### config.mk
export PLATFORM = sky130hd
export DESIGN_NAME = breaker_failure_timer_logic
export DESIGN_NICKNAME = d
export VERILOG_FILES = /design/src/logic/breaker_failure_pkg.sv /design/src/logic/breaker_failure_timer_logic.sv
export VERILOG_INCLUDE_DIRS = /design/src /design/src/logic
export SDC_FILE = /design/constraint.sdc
export NUM_CORES = 2
export LEC_CHECK = 0
export BUFFER_PORTS_ARGS = -buffer_cell sky130_fd_sc_hd__buf_2
export CAP_MARGIN = 25
export CORE_MARGIN = 2
export CORE_UTILIZATION = 45
export CTS_BUF_LIST = sky130_fd_sc_hd__clkbuf_8
export DETAILED_ROUTE_END_ITERATION = 10
export SETUP_SLACK_MARGIN = 0.1
export SLEW_MARGIN = 20
export SYNTH_ARGS = -nofsm -noshare
export SYNTH_HDL_FRONTEND = slang
export SYNTH_SLANG_ARGS = --single-unit
### constraint.sdc
create_clock -name aclk -period 18.85 [get_ports aclk]
set_input_delay 2.8275 -clock aclk [delete_from_list [all_inputs] [get_ports aclk]]
set_output_delay 2.8275 -clock aclk [all_outputs]
set_load 0.05 [all_outputs]
### src/logic/breaker_failure_cfg.svh
// constants of the breaker failure timer: timing, offsets, fields, reset values
`ifndef BREAKER_FAILURE_CFG_SVH
`define BREAKER_FAILURE_CFG_SVH
`define CLK_MHZ 100
`define PROG_CYCLE_US 5000
`define MS_US 1000
`define DELAY_STEP_MS 5
`define CBF_DELAY_MS 200
`define RETRIP_DELAY_MS 100
`define LOG_DEPTH 12
`define N_EV 8
`define N_CNT 4
`define A_CTRL 8'h00
`define A_CBF_DLY 8'h04
`define A_RET_DLY 8'h08
`define A_PH_THR 8'h0C
`define A_RES_THR 8'h10
`define A_EV_MASK 8'h14
`define A_STATUS 8'h18
`define A_CNT_CLR 8'h1C
`define A_CNT0 8'h20
`define CNT_STRIDE 8'h04
`define A_LOG_SEL 8'h30
`define A_LOG_TIME 8'h34
`define A_LOG_INFO 8'h38
`define A_LOG_CUR 8'h3C
`define A_LOG_REM 8'h40
`define A_TIME 8'h44
`define CTRL_RST 32'h0000_0004
`define CTRL_MASK 32'h0000_03FF
`define F_MODE 0
`define F_RET_EN 2
`define F_CUR_SUP 3
`define F_DO_SUP 4
`define F_RES_SEL 5
`define F_GROUP 7
`define THR_RST 16'h0100
`define EV_MASK_RST 16'hFFFF
`define F_ST_STATE 0
`define F_ST_CBF 3
`define F_ST_RET 4
`define F_ST_FILL 8
`define F_ST_EV 16
`define EV_START 0
`define EV_RETRIP 1
`define EV_CBF 2
`define EV_BLOCK 3
`define EV_DO 4
`define EV_SIGNAL 5
`define EV_PHASE 6
`define EV_RES 7
`define RESP_OKAY 2'h0
`define RESP_SLVERR 2'h2
`endif

### src/logic/breaker_failure_pkg.sv
// types shared by the breaker failure timer
package breaker_failure_pkg;
`include "breaker_failure_cfg.svh"
typedef logic [`N_EV-1:0] ev_vec_t;
typedef enum logic [1:0] {CRIT_CUR = 2'h0, CRIT_AND = 2'h1, CRIT_OR = 2'h2, CRIT_DI = 2'h3} crit_t;
typedef enum logic [2:0] {ST_IDLE = 3'h1, ST_RUN = 3'h2, ST_BLK = 3'h4} bf_state_t;
endpackage

### src/logic/breaker_failure_timer_logic.sv
// breaker failure supervision timer with events, counters, record log, axi4-lite
//
// Contract
// - current mode starts delay on phase or residual overcurrent, trip ignored.
// - current mode asserts failure output when current persists for the delay.
// - current mode clears delay counter at once when currents drop.
// - and mode holds counter after current pick-up until trip output drives.
// - and mode asserts output only with current and trip signal both active.
// - and mode clears counter when current drops or trip signal resets.
// - or mode starts counting on current or trip, trip watched regardless.
// - or mode asserts output if either condition lasts the whole delay.
// - or mode clears counter only when current low and trip reset.
// - input mode starts solely from digital input, optional current and trip checks.
// - input mode counts from input activation, commands output at set delay.
// - on and off events for start, retrip, failure, block, monitor, input, currents.
// - per-event mask chooses output of on, off or both event pulses; log ignores it.
// - every recorded event carries a time stamp.
// - resettable counts of retrip, failure, start and blocked occurrences.
// - log keeps the latest twelve time-stamped operation records.
// - log records only on events, capturing present process data.
// - record holds time, event, max phase, residual, remaining times, group.
// - blocking sampled each cycle; blocks at pick-up, resets an active start.
// - delay set in 5 ms steps, default 200 ms, from start condition.
`include "breaker_failure_cfg.svh"
module breaker_failure_timer_logic #(
	parameter int W = 16,
	parameter int CW = 16,
	parameter int PROG_CYCLES = `PROG_CYCLE_US * `CLK_MHZ,
	parameter int MS_CYCLES = `MS_US * `CLK_MHZ
)(
	input wire logic aclk,
	input wire logic aresetn,
	input wire logic [7:0] awaddr,
	input wire logic awvalid,
	output logic awready,
	input wire logic [31:0] wdata,
	input wire logic [3:0] wstrb,
	input wire logic wvalid,
	output logic wready,
	output logic [1:0] bresp,
	output logic bvalid,
	input wire logic bready,
	input wire logic [7:0] araddr,
	input wire logic arvalid,
	output logic arready,
	output logic [31:0] rdata,
	output logic [1:0] rresp,
	output logic rvalid,
	input wire logic rready,
	input wire logic [W-1:0] phase_current_a,
	input wire logic [W-1:0] phase_current_b,
	input wire logic [W-1:0] phase_current_c,
	input wire logic [W-1:0] residual_input_one,
	input wire logic [W-1:0] residual_input_two,
	input wire logic [W-1:0] residual_calculated,
	input wire logic trip_monitor_pin,
	input wire logic start_input_pin,
	input wire logic block_pin,
	output logic breaker_failure_output,
	output logic retrip_output,
	output logic start_output,
	output logic blocked_output,
	output breaker_failure_pkg::ev_vec_t breaker_failure_event_block_on,
	output breaker_failure_pkg::ev_vec_t breaker_failure_event_block_off,
	output logic [31:0] event_stamp
);
	import breaker_failure_pkg::*;

	localparam int PW = $clog2(PROG_CYCLES + 1);
	localparam int MW = $clog2(MS_CYCLES + 1);
	localparam logic [3:0] LD = 4'(`LOG_DEPTH);

	function automatic logic [31:0] merge(input logic [31:0] o, input logic [31:0] d,
		input logic [3:0] s);
		logic [31:0] r;
		r = o;
		for (int b = 0; b < 4; b++)
		begin
			if (s[b])
				r[b*8 +: 8] = d[b*8 +: 8];
		end
		return r;
	endfunction

	// pins cross in through two flops; only the second stage is read
	logic [2:0] sy1_q, sy2_q;
	logic trip, di, blk;
	always_ff @(posedge aclk)
	begin
		if (!aresetn)
		begin
			sy1_q <= 3'h0;
			sy2_q <= 3'h0;
		end
		else
		begin
			sy1_q <= {block_pin, start_input_pin, trip_monitor_pin};
			sy2_q <= sy1_q;
		end
	end
	assign trip = sy2_q[0];
	assign di = sy2_q[1];
	assign blk = sy2_q[2];

	// program cycle tick and millisecond time base
	logic [PW-1:0] pc_q, pc_d;
	logic [MW-1:0] ms_q, ms_d;
	logic [31:0] time_q, time_d;
	logic tick_q, tick_d;
	always_comb
	begin
		pc_d = pc_q + 1'b1;
		tick_d = 1'b0;
		if (pc_q == PW'(PROG_CYCLES - 1))
		begin
			pc_d = '0;
			tick_d = 1'b1;
		end
		ms_d = ms_q + 1'b1;
		time_d = time_q;
		if (ms_q == MW'(MS_CYCLES - 1))
		begin
			ms_d = '0;
			time_d = time_q + 32'h1;
		end
	end
	always_ff @(posedge aclk)
	begin
		if (!aresetn)
		begin
			pc_q <= '0;
			ms_q <= '0;
			time_q <= 32'h0;
			tick_q <= 1'b0;
		end
		else
		begin
			pc_q <= pc_d;
			ms_q <= ms_d;
			time_q <= time_d;
			tick_q <= tick_d;
		end
	end

	// software settings
	logic [31:0] ctrl_q, ctrl_d;
	logic [W-1:0] cbf_dly_q, cbf_dly_d, ret_dly_q, ret_dly_d;
	logic [W-1:0] ph_thr_q, ph_thr_d, res_thr_q, res_thr_d;
	logic [15:0] mask_q, mask_d;
	logic [3:0] clr_q, clr_d, sel_q, sel_d;
	crit_t mode;
	assign mode = crit_t'(ctrl_q[`F_MODE +: 2]);

	// pick-up evaluation
	logic [W-1:0] mx, res;
	logic ph_over, rs_over, cur, st, run;
	always_comb
	begin
		mx = phase_current_a;
		if (phase_current_b > mx)
			mx = phase_current_b;
		if (phase_current_c > mx)
			mx = phase_current_c;
		unique case (ctrl_q[`F_RES_SEL +: 2])
			2'h0: res = residual_input_one;
			2'h1: res = residual_input_two;
			default: res = residual_calculated;
		endcase
		ph_over = mx > ph_thr_q;
		rs_over = res > res_thr_q;
		cur = ph_over | rs_over;
		unique case (mode)
			CRIT_CUR:
			begin
				st = cur;
				run = cur;
			end
			CRIT_AND:
			begin
				st = cur;
				run = cur & trip;
			end
			CRIT_OR:
			begin
				st = cur | trip;
				run = st;
			end
			CRIT_DI:
			begin
				st = di;
				run = di & (cur | ~ctrl_q[`F_CUR_SUP]) & (trip | ~ctrl_q[`F_DO_SUP]);
			end
		endcase
	end

	// timer state, outputs and events, advanced once per program cycle
	bf_state_t state_q, state_d;
	logic [W-1:0] cnt_q, cnt_d;
	logic cbf_q, cbf_d, ret_q, ret_d;
	ev_vec_t stat_q, stat_d, on_q, on_d, off_q, off_d, nv, rise;
	logic [31:0] stamp_q, stamp_d;
	always_comb
	begin
		state_d = state_q;
		cnt_d = cnt_q;
		cbf_d = cbf_q;
		ret_d = ret_q;
		stat_d = stat_q;
		on_d = '0;
		off_d = '0;
		stamp_d = stamp_q;
		nv = stat_q;
		rise = '0;
		if (tick_q)
		begin
			unique case (state_q)
				ST_IDLE:
					if (st)
						state_d = blk ? ST_BLK : ST_RUN;
				ST_RUN:
					if (!st)
						state_d = ST_IDLE;
					else if (blk)
						state_d = ST_BLK;
				ST_BLK:
					if (!st)
						state_d = ST_IDLE;
			endcase
			if (state_d == ST_RUN && run)
				cnt_d = (cnt_q == '1) ? cnt_q : cnt_q + 1'b1;
			else
				cnt_d = '0;
			cbf_d = (state_d == ST_RUN) && run && (cnt_d >= cbf_dly_q);
			ret_d = (state_d == ST_RUN) && run && ctrl_q[`F_RET_EN] && (cnt_d >= ret_dly_q);
			nv[`EV_START] = state_d == ST_RUN;
			nv[`EV_RETRIP] = ret_d;
			nv[`EV_CBF] = cbf_d;
			nv[`EV_BLOCK] = state_d == ST_BLK;
			nv[`EV_DO] = trip;
			nv[`EV_SIGNAL] = di;
			nv[`EV_PHASE] = ph_over;
			nv[`EV_RES] = rs_over;
			rise = nv & ~stat_q;
			on_d = rise & mask_q[7:0];
			off_d = ~nv & stat_q & mask_q[15:8];
			stat_d = nv;
			stamp_d = time_q;
		end
	end
	always_ff @(posedge aclk)
	begin
		if (!aresetn)
		begin
			state_q <= ST_IDLE;
			cnt_q <= '0;
			cbf_q <= 1'b0;
			ret_q <= 1'b0;
			stat_q <= '0;
			on_q <= '0;
			off_q <= '0;
			stamp_q <= 32'h0;
		end
		else
		begin
			state_q <= state_d;
			cnt_q <= cnt_d;
			cbf_q <= cbf_d;
			ret_q <= ret_d;
			stat_q <= stat_d;
			on_q <= on_d;
			off_q <= off_d;
			stamp_q <= stamp_d;
		end
	end
	assign breaker_failure_output = cbf_q;
	assign retrip_output = ret_q;
	assign start_output = stat_q[`EV_START];
	assign blocked_output = stat_q[`EV_BLOCK];
	assign breaker_failure_event_block_on = on_q;
	assign breaker_failure_event_block_off = off_q;
	assign event_stamp = stamp_q;

	// occurrence counters; a count arriving with its clear survives as one
	logic [`N_CNT*CW-1:0] cnt_flat;
	for (genvar gi = 0; gi < `N_CNT; gi++)
	begin : g_cnt
		logic [CW-1:0] c_q, c_d;
		always_comb
		begin
			c_d = c_q;
			if (rise[gi])
				c_d = clr_q[gi] ? CW'(1) : c_q + 1'b1;
			else if (clr_q[gi])
				c_d = '0;
		end
		always_ff @(posedge aclk)
		begin
			if (!aresetn)
				c_q <= '0;
			else
				c_q <= c_d;
		end
		assign cnt_flat[gi*CW +: CW] = c_q;
	end

	// record log, slot order; only the lowest numbered rising event is kept
	logic [31:0] lt_q [`LOG_DEPTH], lt_d [`LOG_DEPTH];
	logic [5:0] li_q [`LOG_DEPTH], li_d [`LOG_DEPTH];
	logic [2*W-1:0] lc_q [`LOG_DEPTH], lc_d [`LOG_DEPTH];
	logic [2*W-1:0] lr_q [`LOG_DEPTH], lr_d [`LOG_DEPTH];
	logic [3:0] ptr_q, ptr_d, fill_q, fill_d;
	logic [2:0] ev;
	logic [W-1:0] cbf_rem, ret_rem;
	always_comb
	begin
		lt_d = lt_q;
		li_d = li_q;
		lc_d = lc_q;
		lr_d = lr_q;
		ptr_d = ptr_q;
		fill_d = fill_q;
		ev = 3'h0;
		for (int i = `N_EV - 1; i >= 0; i--)
		begin
			if (rise[i])
				ev = 3'(i);
		end
		cbf_rem = (cnt_d >= cbf_dly_q) ? '0 : cbf_dly_q - cnt_d;
		ret_rem = (cnt_d >= ret_dly_q) ? '0 : ret_dly_q - cnt_d;
		if (|rise)
		begin
			lt_d[ptr_q] = time_q;
			li_d[ptr_q] = {ctrl_q[`F_GROUP +: 3], ev};
			lc_d[ptr_q] = {res, mx};
			lr_d[ptr_q] = {ret_rem, cbf_rem};
			ptr_d = (ptr_q == LD - 4'h1) ? 4'h0 : ptr_q + 4'h1;
			fill_d = (fill_q == LD) ? fill_q : fill_q + 4'h1;
		end
	end
	always_ff @(posedge aclk)
	begin
		if (!aresetn)
		begin
			ptr_q <= 4'h0;
			fill_q <= 4'h0;
			for (int i = 0; i < `LOG_DEPTH; i++)
			begin
				lt_q[i] <= 32'h0;
				li_q[i] <= 6'h0;
				lc_q[i] <= '0;
				lr_q[i] <= '0;
			end
		end
		else
		begin
			ptr_q <= ptr_d;
			fill_q <= fill_d;
			lt_q <= lt_d;
			li_q <= li_d;
			lc_q <= lc_d;
			lr_q <= lr_d;
		end
	end

	// axi4-lite slave; address and data may arrive in either order
	logic awr_q, awr_d, wr_q, wr_d, arr_q, arr_d;
	logic awh_q, awh_d, wh_q, wh_d, bv_q, bv_d, rv_q, rv_d;
	logic [7:0] awa_q, awa_d;
	logic [31:0] wd_q, wd_d, rd_q, rd_d;
	logic [3:0] ws_q, ws_d;
	logic [1:0] br_q, br_d, rr_q, rr_d;
	logic do_wr;
	always_comb
	begin
		awh_d = awh_q | (awvalid & awr_q);
		wh_d = wh_q | (wvalid & wr_q);
		awa_d = (awvalid & awr_q) ? awaddr : awa_q;
		wd_d = (wvalid & wr_q) ? wdata : wd_q;
		ws_d = (wvalid & wr_q) ? wstrb : ws_q;
		bv_d = bv_q & ~bready;
		br_d = br_q;
		ctrl_d = ctrl_q;
		cbf_dly_d = cbf_dly_q;
		ret_dly_d = ret_dly_q;
		ph_thr_d = ph_thr_q;
		res_thr_d = res_thr_q;
		mask_d = mask_q;
		sel_d = sel_q;
		clr_d = 4'h0;
		do_wr = awh_q & wh_q & ~bv_q;
		if (do_wr)
		begin
			awh_d = 1'b0;
			wh_d = 1'b0;
			bv_d = 1'b1;
			br_d = `RESP_OKAY;
			unique case (awa_q)
				`A_CTRL: ctrl_d = merge(ctrl_q, wd_q, ws_q) & `CTRL_MASK;
				`A_CBF_DLY: cbf_dly_d = W'(merge(32'(cbf_dly_q), wd_q, ws_q));
				`A_RET_DLY: ret_dly_d = W'(merge(32'(ret_dly_q), wd_q, ws_q));
				`A_PH_THR: ph_thr_d = W'(merge(32'(ph_thr_q), wd_q, ws_q));
				`A_RES_THR: res_thr_d = W'(merge(32'(res_thr_q), wd_q, ws_q));
				`A_EV_MASK: mask_d = 16'(merge(32'(mask_q), wd_q, ws_q));
				`A_LOG_SEL: sel_d = 4'(merge(32'(sel_q), wd_q, ws_q));
				`A_CNT_CLR: clr_d = ws_q[0] ? wd_q[3:0] : 4'h0;
				default: br_d = `RESP_SLVERR;
			endcase
		end
		awr_d = ~awh_d;
		wr_d = ~wh_d;
		rv_d = rv_q & ~rready;
		rd_d = rd_q;
		rr_d = rr_q;
		if (arvalid & arr_q)
		begin
			rv_d = 1'b1;
			rr_d = `RESP_OKAY;
			rd_d = 32'h0;
			unique case (araddr)
				`A_CTRL: rd_d = ctrl_q;
				`A_CBF_DLY: rd_d = 32'(cbf_dly_q);
				`A_RET_DLY: rd_d = 32'(ret_dly_q);
				`A_PH_THR: rd_d = 32'(ph_thr_q);
				`A_RES_THR: rd_d = 32'(res_thr_q);
				`A_EV_MASK: rd_d = 32'(mask_q);
				`A_LOG_SEL: rd_d = 32'(sel_q);
				`A_CNT_CLR: rd_d = 32'h0;
				`A_TIME: rd_d = time_q;
				`A_STATUS:
				begin
					rd_d[`F_ST_STATE +: 3] = state_q;
					rd_d[`F_ST_CBF] = cbf_q;
					rd_d[`F_ST_RET] = ret_q;
					rd_d[`F_ST_FILL +: 4] = fill_q;
					rd_d[`F_ST_EV +: `N_EV] = stat_q;
				end
				`A_LOG_TIME: rd_d = (sel_q < LD) ? lt_q[sel_q] : 32'h0;
				`A_LOG_INFO: rd_d = (sel_q < LD) ? 32'(li_q[sel_q]) : 32'h0;
				`A_LOG_CUR: rd_d = (sel_q < LD) ? 32'(lc_q[sel_q]) : 32'h0;
				`A_LOG_REM: rd_d = (sel_q < LD) ? 32'(lr_q[sel_q]) : 32'h0;
				default:
				begin
					rr_d = `RESP_SLVERR;
					for (int i = 0; i < `N_CNT; i++)
					begin
						if (araddr == `A_CNT0 + 8'(i) * `CNT_STRIDE)
						begin
							rd_d = 32'(cnt_flat[i*CW +: CW]);
							rr_d = `RESP_OKAY;
						end
					end
				end
			endcase
		end
		arr_d = ~rv_d;
	end
	always_ff @(posedge aclk)
	begin
		if (!aresetn)
		begin
			awr_q <= 1'b0;
			wr_q <= 1'b0;
			arr_q <= 1'b0;
			awh_q <= 1'b0;
			wh_q <= 1'b0;
			bv_q <= 1'b0;
			rv_q <= 1'b0;
			awa_q <= 8'h00;
			wd_q <= 32'h0;
			ws_q <= 4'h0;
			rd_q <= 32'h0;
			br_q <= `RESP_OKAY;
			rr_q <= `RESP_OKAY;
			ctrl_q <= `CTRL_RST;
			cbf_dly_q <= W'(`CBF_DELAY_MS / `DELAY_STEP_MS);
			ret_dly_q <= W'(`RETRIP_DELAY_MS / `DELAY_STEP_MS);
			ph_thr_q <= W'(`THR_RST);
			res_thr_q <= W'(`THR_RST);
			mask_q <= `EV_MASK_RST;
			sel_q <= 4'h0;
			clr_q <= 4'h0;
		end
		else
		begin
			awr_q <= awr_d;
			wr_q <= wr_d;
			arr_q <= arr_d;
			awh_q <= awh_d;
			wh_q <= wh_d;
			bv_q <= bv_d;
			rv_q <= rv_d;
			awa_q <= awa_d;
			wd_q <= wd_d;
			ws_q <= ws_d;
			rd_q <= rd_d;
			br_q <= br_d;
			rr_q <= rr_d;
			ctrl_q <= ctrl_d;
			cbf_dly_q <= cbf_dly_d;
			ret_dly_q <= ret_dly_d;
			ph_thr_q <= ph_thr_d;
			res_thr_q <= res_thr_d;
			mask_q <= mask_d;
			sel_q <= sel_d;
			clr_q <= clr_d;
		end
	end
	assign awready = awr_q;
	assign wready = wr_q;
	assign bvalid = bv_q;
	assign bresp = br_q;
	assign arready = arr_q;
	assign rvalid = rv_q;
	assign rdata = rd_q;
	assign rresp = rr_q;
endmodule // breaker_failure_timer_logic

==> results.sh <==
export IMPL_pwr_share_seq=0.503
export IMPL_outcome="complete, no violations"
export IMPL_combPwrFrac=0.035
export IMPL_postSynthAreaPerCell_sq_um=9.94
export IMPL_grt_overflow=0
export IMPL_highest_layer="met5"
export IMPL_final_setup_viols=0
export IMPL_clockPowerShare=0.462
export IMPL_tritoncts="yes"
export IMPL_largest_net_degree_at_the_start_of_global_routing=199
export IMPL_detail_route_wl_per_cell_um=23.5
export IMPL_clock_skew_final_ps=90.1
export IMPL_clockRootBuffer="sky130_fd_sc_hd__clkbuf_8"
export IMPL_netSwitchingPower_uw=1630
export IMPL_area_growth_pct=10.4
export IMPL_place_gp_congestion=0.953
export IMPL_die_height_um=411
export IMPL_port_buffer_count=230
export IMPL_initial_utilization=0.453
export IMPL_clock_sinks=1611
export IMPL_synth_edff_count=0
export IMPL_routed_via_count=56800
export IMPL_timing_max_transition_violations_final=0
export IMPL_worst_slew_pin_transition_ps=1220
export IMPL_drt_initial_drc_count=5028
export IMPL_max_slew_margin_rel=0.190
export IMPL_endpoint_kind="flip-flop"
export IMPL_internal_power_uw=5170
export IMPL_netSwitchingFraction=0.240
export IMPL_dominantRegCellSynth="sky130_fd_sc_hd__dfxtp_1"
export IMPL_ir_worst_vdd_uv=78.5
export IMPL_cap_viol_max_count=0
export IMPL_synth_cell_area_sq_mm=0.0745
export IMPL_antenna_found_initial=4
export IMPL_finish_cell_count_without_fillers=9903
export IMPL_met1_length_um=103000
export IMPL_cp_data_arrival_time_ps=14480
export IMPL_post_cts_setup_buffer_count=0
export IMPL_max_freq_mhz=73.6
export IMPL_placed_cells=9420
export IMPL_layout_drive_gt1_share=0.140
export IMPL_worstSkewPairLatency_ps=1000
export IMPL_post_cts_hold_buffer_count=0
export IMPL_hpwl_um=147000
export IMPL_hold_path_class="reg -> reg"
export IMPL_setup_tns_ps=0
export IMPL_postSynth_asyncResetShare=0
export IMPL_ys_seq_elements=1611
export IMPL_cp_slowest_stage_delay_ps=800
export IMPL_grt_pass1_vias=55800
export IMPL_h_tree_depth=5
export IMPL_grt_pass1_wl_um=349000
export IMPL_slowest_stage="sky130_fd_sc_hd__buf_4"
export IMPL_routed_wl_um=233000
export IMPL_syn_inst=7494
export IMPL_global_route_usage_total=0.269
export IMPL_post_synth_num_cell_types=76
export IMPL_finalWorstPathRequiredPeriod_ps=13590
export IMPL_ys_seq_area_frac=0.433
export IMPL_total_of_cells_resized_after_clock_tree_synthesis=0
export IMPL_worst_setup_path_type="in -> reg"
export IMPL_hold_viol_final=0
export IMPL_power_per_cell_area_mw_per_mm2=82.8
export IMPL_drt_pass1_iterations=8
export IMPL_detail_route_drc_violations=0
export IMPL_core_area_sq_mm=0.165
export IMPL_rsz0062_at_grt="false"
export IMPL_max_clock_path_buffers=4
export IMPL_wl_met3_um=13800
export IMPL_critPathMaxFanout=34
export IMPL_num_rows=149
export IMPL_fp_dieW_um=411
export IMPL_crit_top_cell="sky130_fd_sc_hd__ha_1"
export IMPL_postRouteAntennaNets=0
export IMPL_total_leakage_power_uw=0.0317
export IMPL_via_per_inst=5.74
export IMPL_die_area_sq_mm=0.169
export IMPL_cts_reportedPaths_clkPinSlew_ps=60
export IMPL_synth_yosys_warnings=0
export IMPL_worst_endpoint_required_ps=19730
export IMPL_wire_length_on_met2_um=105000
export IMPL_startpoint_type="input pin"
export IMPL_cts_made_buffers=292
export IMPL_timing_final_crit_share=0.721
export IMPL_ioPinCount=251
export IMPL_final_net_count=7829
-- synth_stat cells (8+ instances only) --
cell                        instances  share of area
sky130_fd_sc_hd__buf_4             79         0.0080
sky130_fd_sc_hd__nor4_1            12         0.0010
sky130_fd_sc_hd__nor2b_1           21         0.0018
sky130_fd_sc_hd__mux2i_1         1492           0.20
sky130_fd_sc_hd__a22oi_1           47         0.0047
sky130_fd_sc_hd__a2bb2oi_1          9         0.0011
sky130_fd_sc_hd__nand3b_1          12         0.0012
sky130_fd_sc_hd__or3_1             33         0.0028
sky130_fd_sc_hd__xor2_1            56         0.0066
sky130_fd_sc_hd__a222oi_1          29         0.0039
sky130_fd_sc_hd__and4_1            12         0.0014
sky130_fd_sc_hd__or4_1              9        0.00091
sky130_fd_sc_hd__nand3_1           95         0.0064
sky130_fd_sc_hd__o211ai_1          28         0.0028
sky130_fd_sc_hd__buf_2             57         0.0038
sky130_fd_sc_hd__and3_1            23         0.0019
sky130_fd_sc_hd__nor3_1            43         0.0029
sky130_fd_sc_hd__a22o_1            36         0.0042
sky130_fd_sc_hd__dfxtp_1         1611           0.43
sky130_fd_sc_hd__nand2_1         1589          0.080
sky130_fd_sc_hd__a211oi_1           9        0.00091
sky130_fd_sc_hd__o22ai_1           48         0.0040
sky130_fd_sc_hd__mux4_2           306          0.092
sky130_fd_sc_hd__nand2b_1          23         0.0019
sky130_fd_sc_hd__nand4_1           56         0.0047
sky130_fd_sc_hd__inv_1            140         0.0071
sky130_fd_sc_hd__buf_6              8         0.0012
sky130_fd_sc_hd__a21oi_1          194          0.013
sky130_fd_sc_hd__o21ai_0          135         0.0091
sky130_fd_sc_hd__ha_1             140          0.024
sky130_fd_sc_hd__or2_2             13         0.0011
sky130_fd_sc_hd__xnor2_1           75         0.0088
sky130_fd_sc_hd__buf_1             59         0.0030
sky130_fd_sc_hd__a21o_1            17         0.0017
sky130_fd_sc_hd__nor2_1           414          0.021
sky130_fd_sc_hd__clkbuf_1         402          0.020
sky130_fd_sc_hd__a221oi_1          12         0.0014
sky130_fd_sc_hd__o221ai_1          18         0.0021
sky130_fd_sc_hd__and2_1            40         0.0034
-- path summary, 6_finish.rpt --
kind / cells after the start / slack (ps) / to / start
min: 1 / 440 / sy2_q[0]$_SDFF_PN0_ / sy1_q[0]$_SDFF_PN0_
max: 39 / 5260 / lc_q[149]$_SDFFE_PN0P_ / phase_current_a[2]
min reg2reg: 1 / 440 / sy2_q[0]$_SDFF_PN0_ / sy1_q[0]$_SDFF_PN0_
max reg2reg: 25 / 9750 / lc_q[149]$_SDFFE_PN0P_ / ctrl_q[5]$_SDFFE_PN0P_
-- power groups by stage --
| stage | logic, uW | clock network, uW | registers, uW |
|---|---|---|---|
| global route | 262 | 3350 | 3420 |
| floorplan | 153 | 0 | 3490 |
| global placement | 235 | 0 | 3500 |
| finish | 240 | 3140 | 3420 |
| detailed placement | 238 | 0 | 3500 |
| CTS | 239 | 3200 | 3420 |
-- state kept, by name, indices dropped and copies added (netlist names), 17 cells and up --
register     count
ms_q            17
event_stamp     32
lc_q           384
time_q          32
li_q            72
rdata           32
g_cnt.c_q       64
pc_q            19
lt_q           384
lr_q           384
-- worst max-delay path: cells and delay by family --
family / cells / cell delay, ps
AOI/OAI and AO/OA: 17 / 4290
adders and majority gates: 4 / 1010
buffers and inverters: 6 / 2040
muxes: 3 / 980
and+or+nand+nor: 9 / 3220
-- cells by family (layout without fill, tap and decap cells) --
group	after synthesis	count (layout)	synth area share
AO/OA/AOI/OAI	652	652	0.0568
XOR/XNOR	131	131	0.0154
adder cells (fa/ha/maj)	142	142	0.0240
buffers and inverters	747	962	0.0434
flip-flops	1611	1611	0.433
multiplexers	1799	1799	0.293
other	1	6	0.0000503
AND/OR/NAND/NOR	2411	2411	0.134
-- metrics by stage --
stage,hold slack (ps),cell area (sq um),setup WS (ps),total power (uW),util
finish,444,82200,5260,6810,0.500
global route,464,82200,4770,7030,0.500
CTS,451,82200,5300,6860,0.499
detailed placement,437,76800,4250,3730,0.466
global placement,417,76800,4360,3730,0.466
floorplan,412,74500,7340,3650,-
-- placed cells by master (no fill, tap or decap), types with 40 or more instances in the layout --
cell type / count
sky130_fd_sc_hd__a21oi_1: 193
sky130_fd_sc_hd__inv_1: 233
sky130_fd_sc_hd__xor2_1: 56
sky130_fd_sc_hd__nand2_1: 1588
sky130_fd_sc_hd__and2_1: 40
sky130_fd_sc_hd__o22ai_1: 48
sky130_fd_sc_hd__o21ai_0: 129
sky130_fd_sc_hd__a22oi_1: 47
sky130_fd_sc_hd__mux2i_1: 1492
sky130_fd_sc_hd__nor2_1: 402
sky130_fd_sc_hd__ha_1: 140
sky130_fd_sc_hd__nor3_1: 43
sky130_fd_sc_hd__xnor2_1: 75
sky130_fd_sc_hd__buf_4: 102
sky130_fd_sc_hd__nand4_1: 56
sky130_fd_sc_hd__clkbuf_8: 347
sky130_fd_sc_hd__buf_2: 229
sky130_fd_sc_hd__dfxtp_1: 1606
sky130_fd_sc_hd__nand3_1: 95
sky130_fd_sc_hd__mux4_2: 306
-- metal layers --
layer,vias to the layer above,track usage
li1,26200,-
met1,28300,0.364
met2,1848,0.426
met3,488,0.0375
met4,6,0.123
met5,-,0
-- layout make-up --
type                            instances  area [sq um]
Timing Repair Buffer                  345          2130
Clock inverter                        128           627
Sequential cell                      1611         32300
Fill cell                           15100         82400
Multi-Input combinational cell       5137         39100
Inverter                              142           546
Clock buffer                          347          4780
Tap cell                             2189          2740
Antenna cell                            4          10.0
No activity file was read; power rests on OpenSTA's default activity.
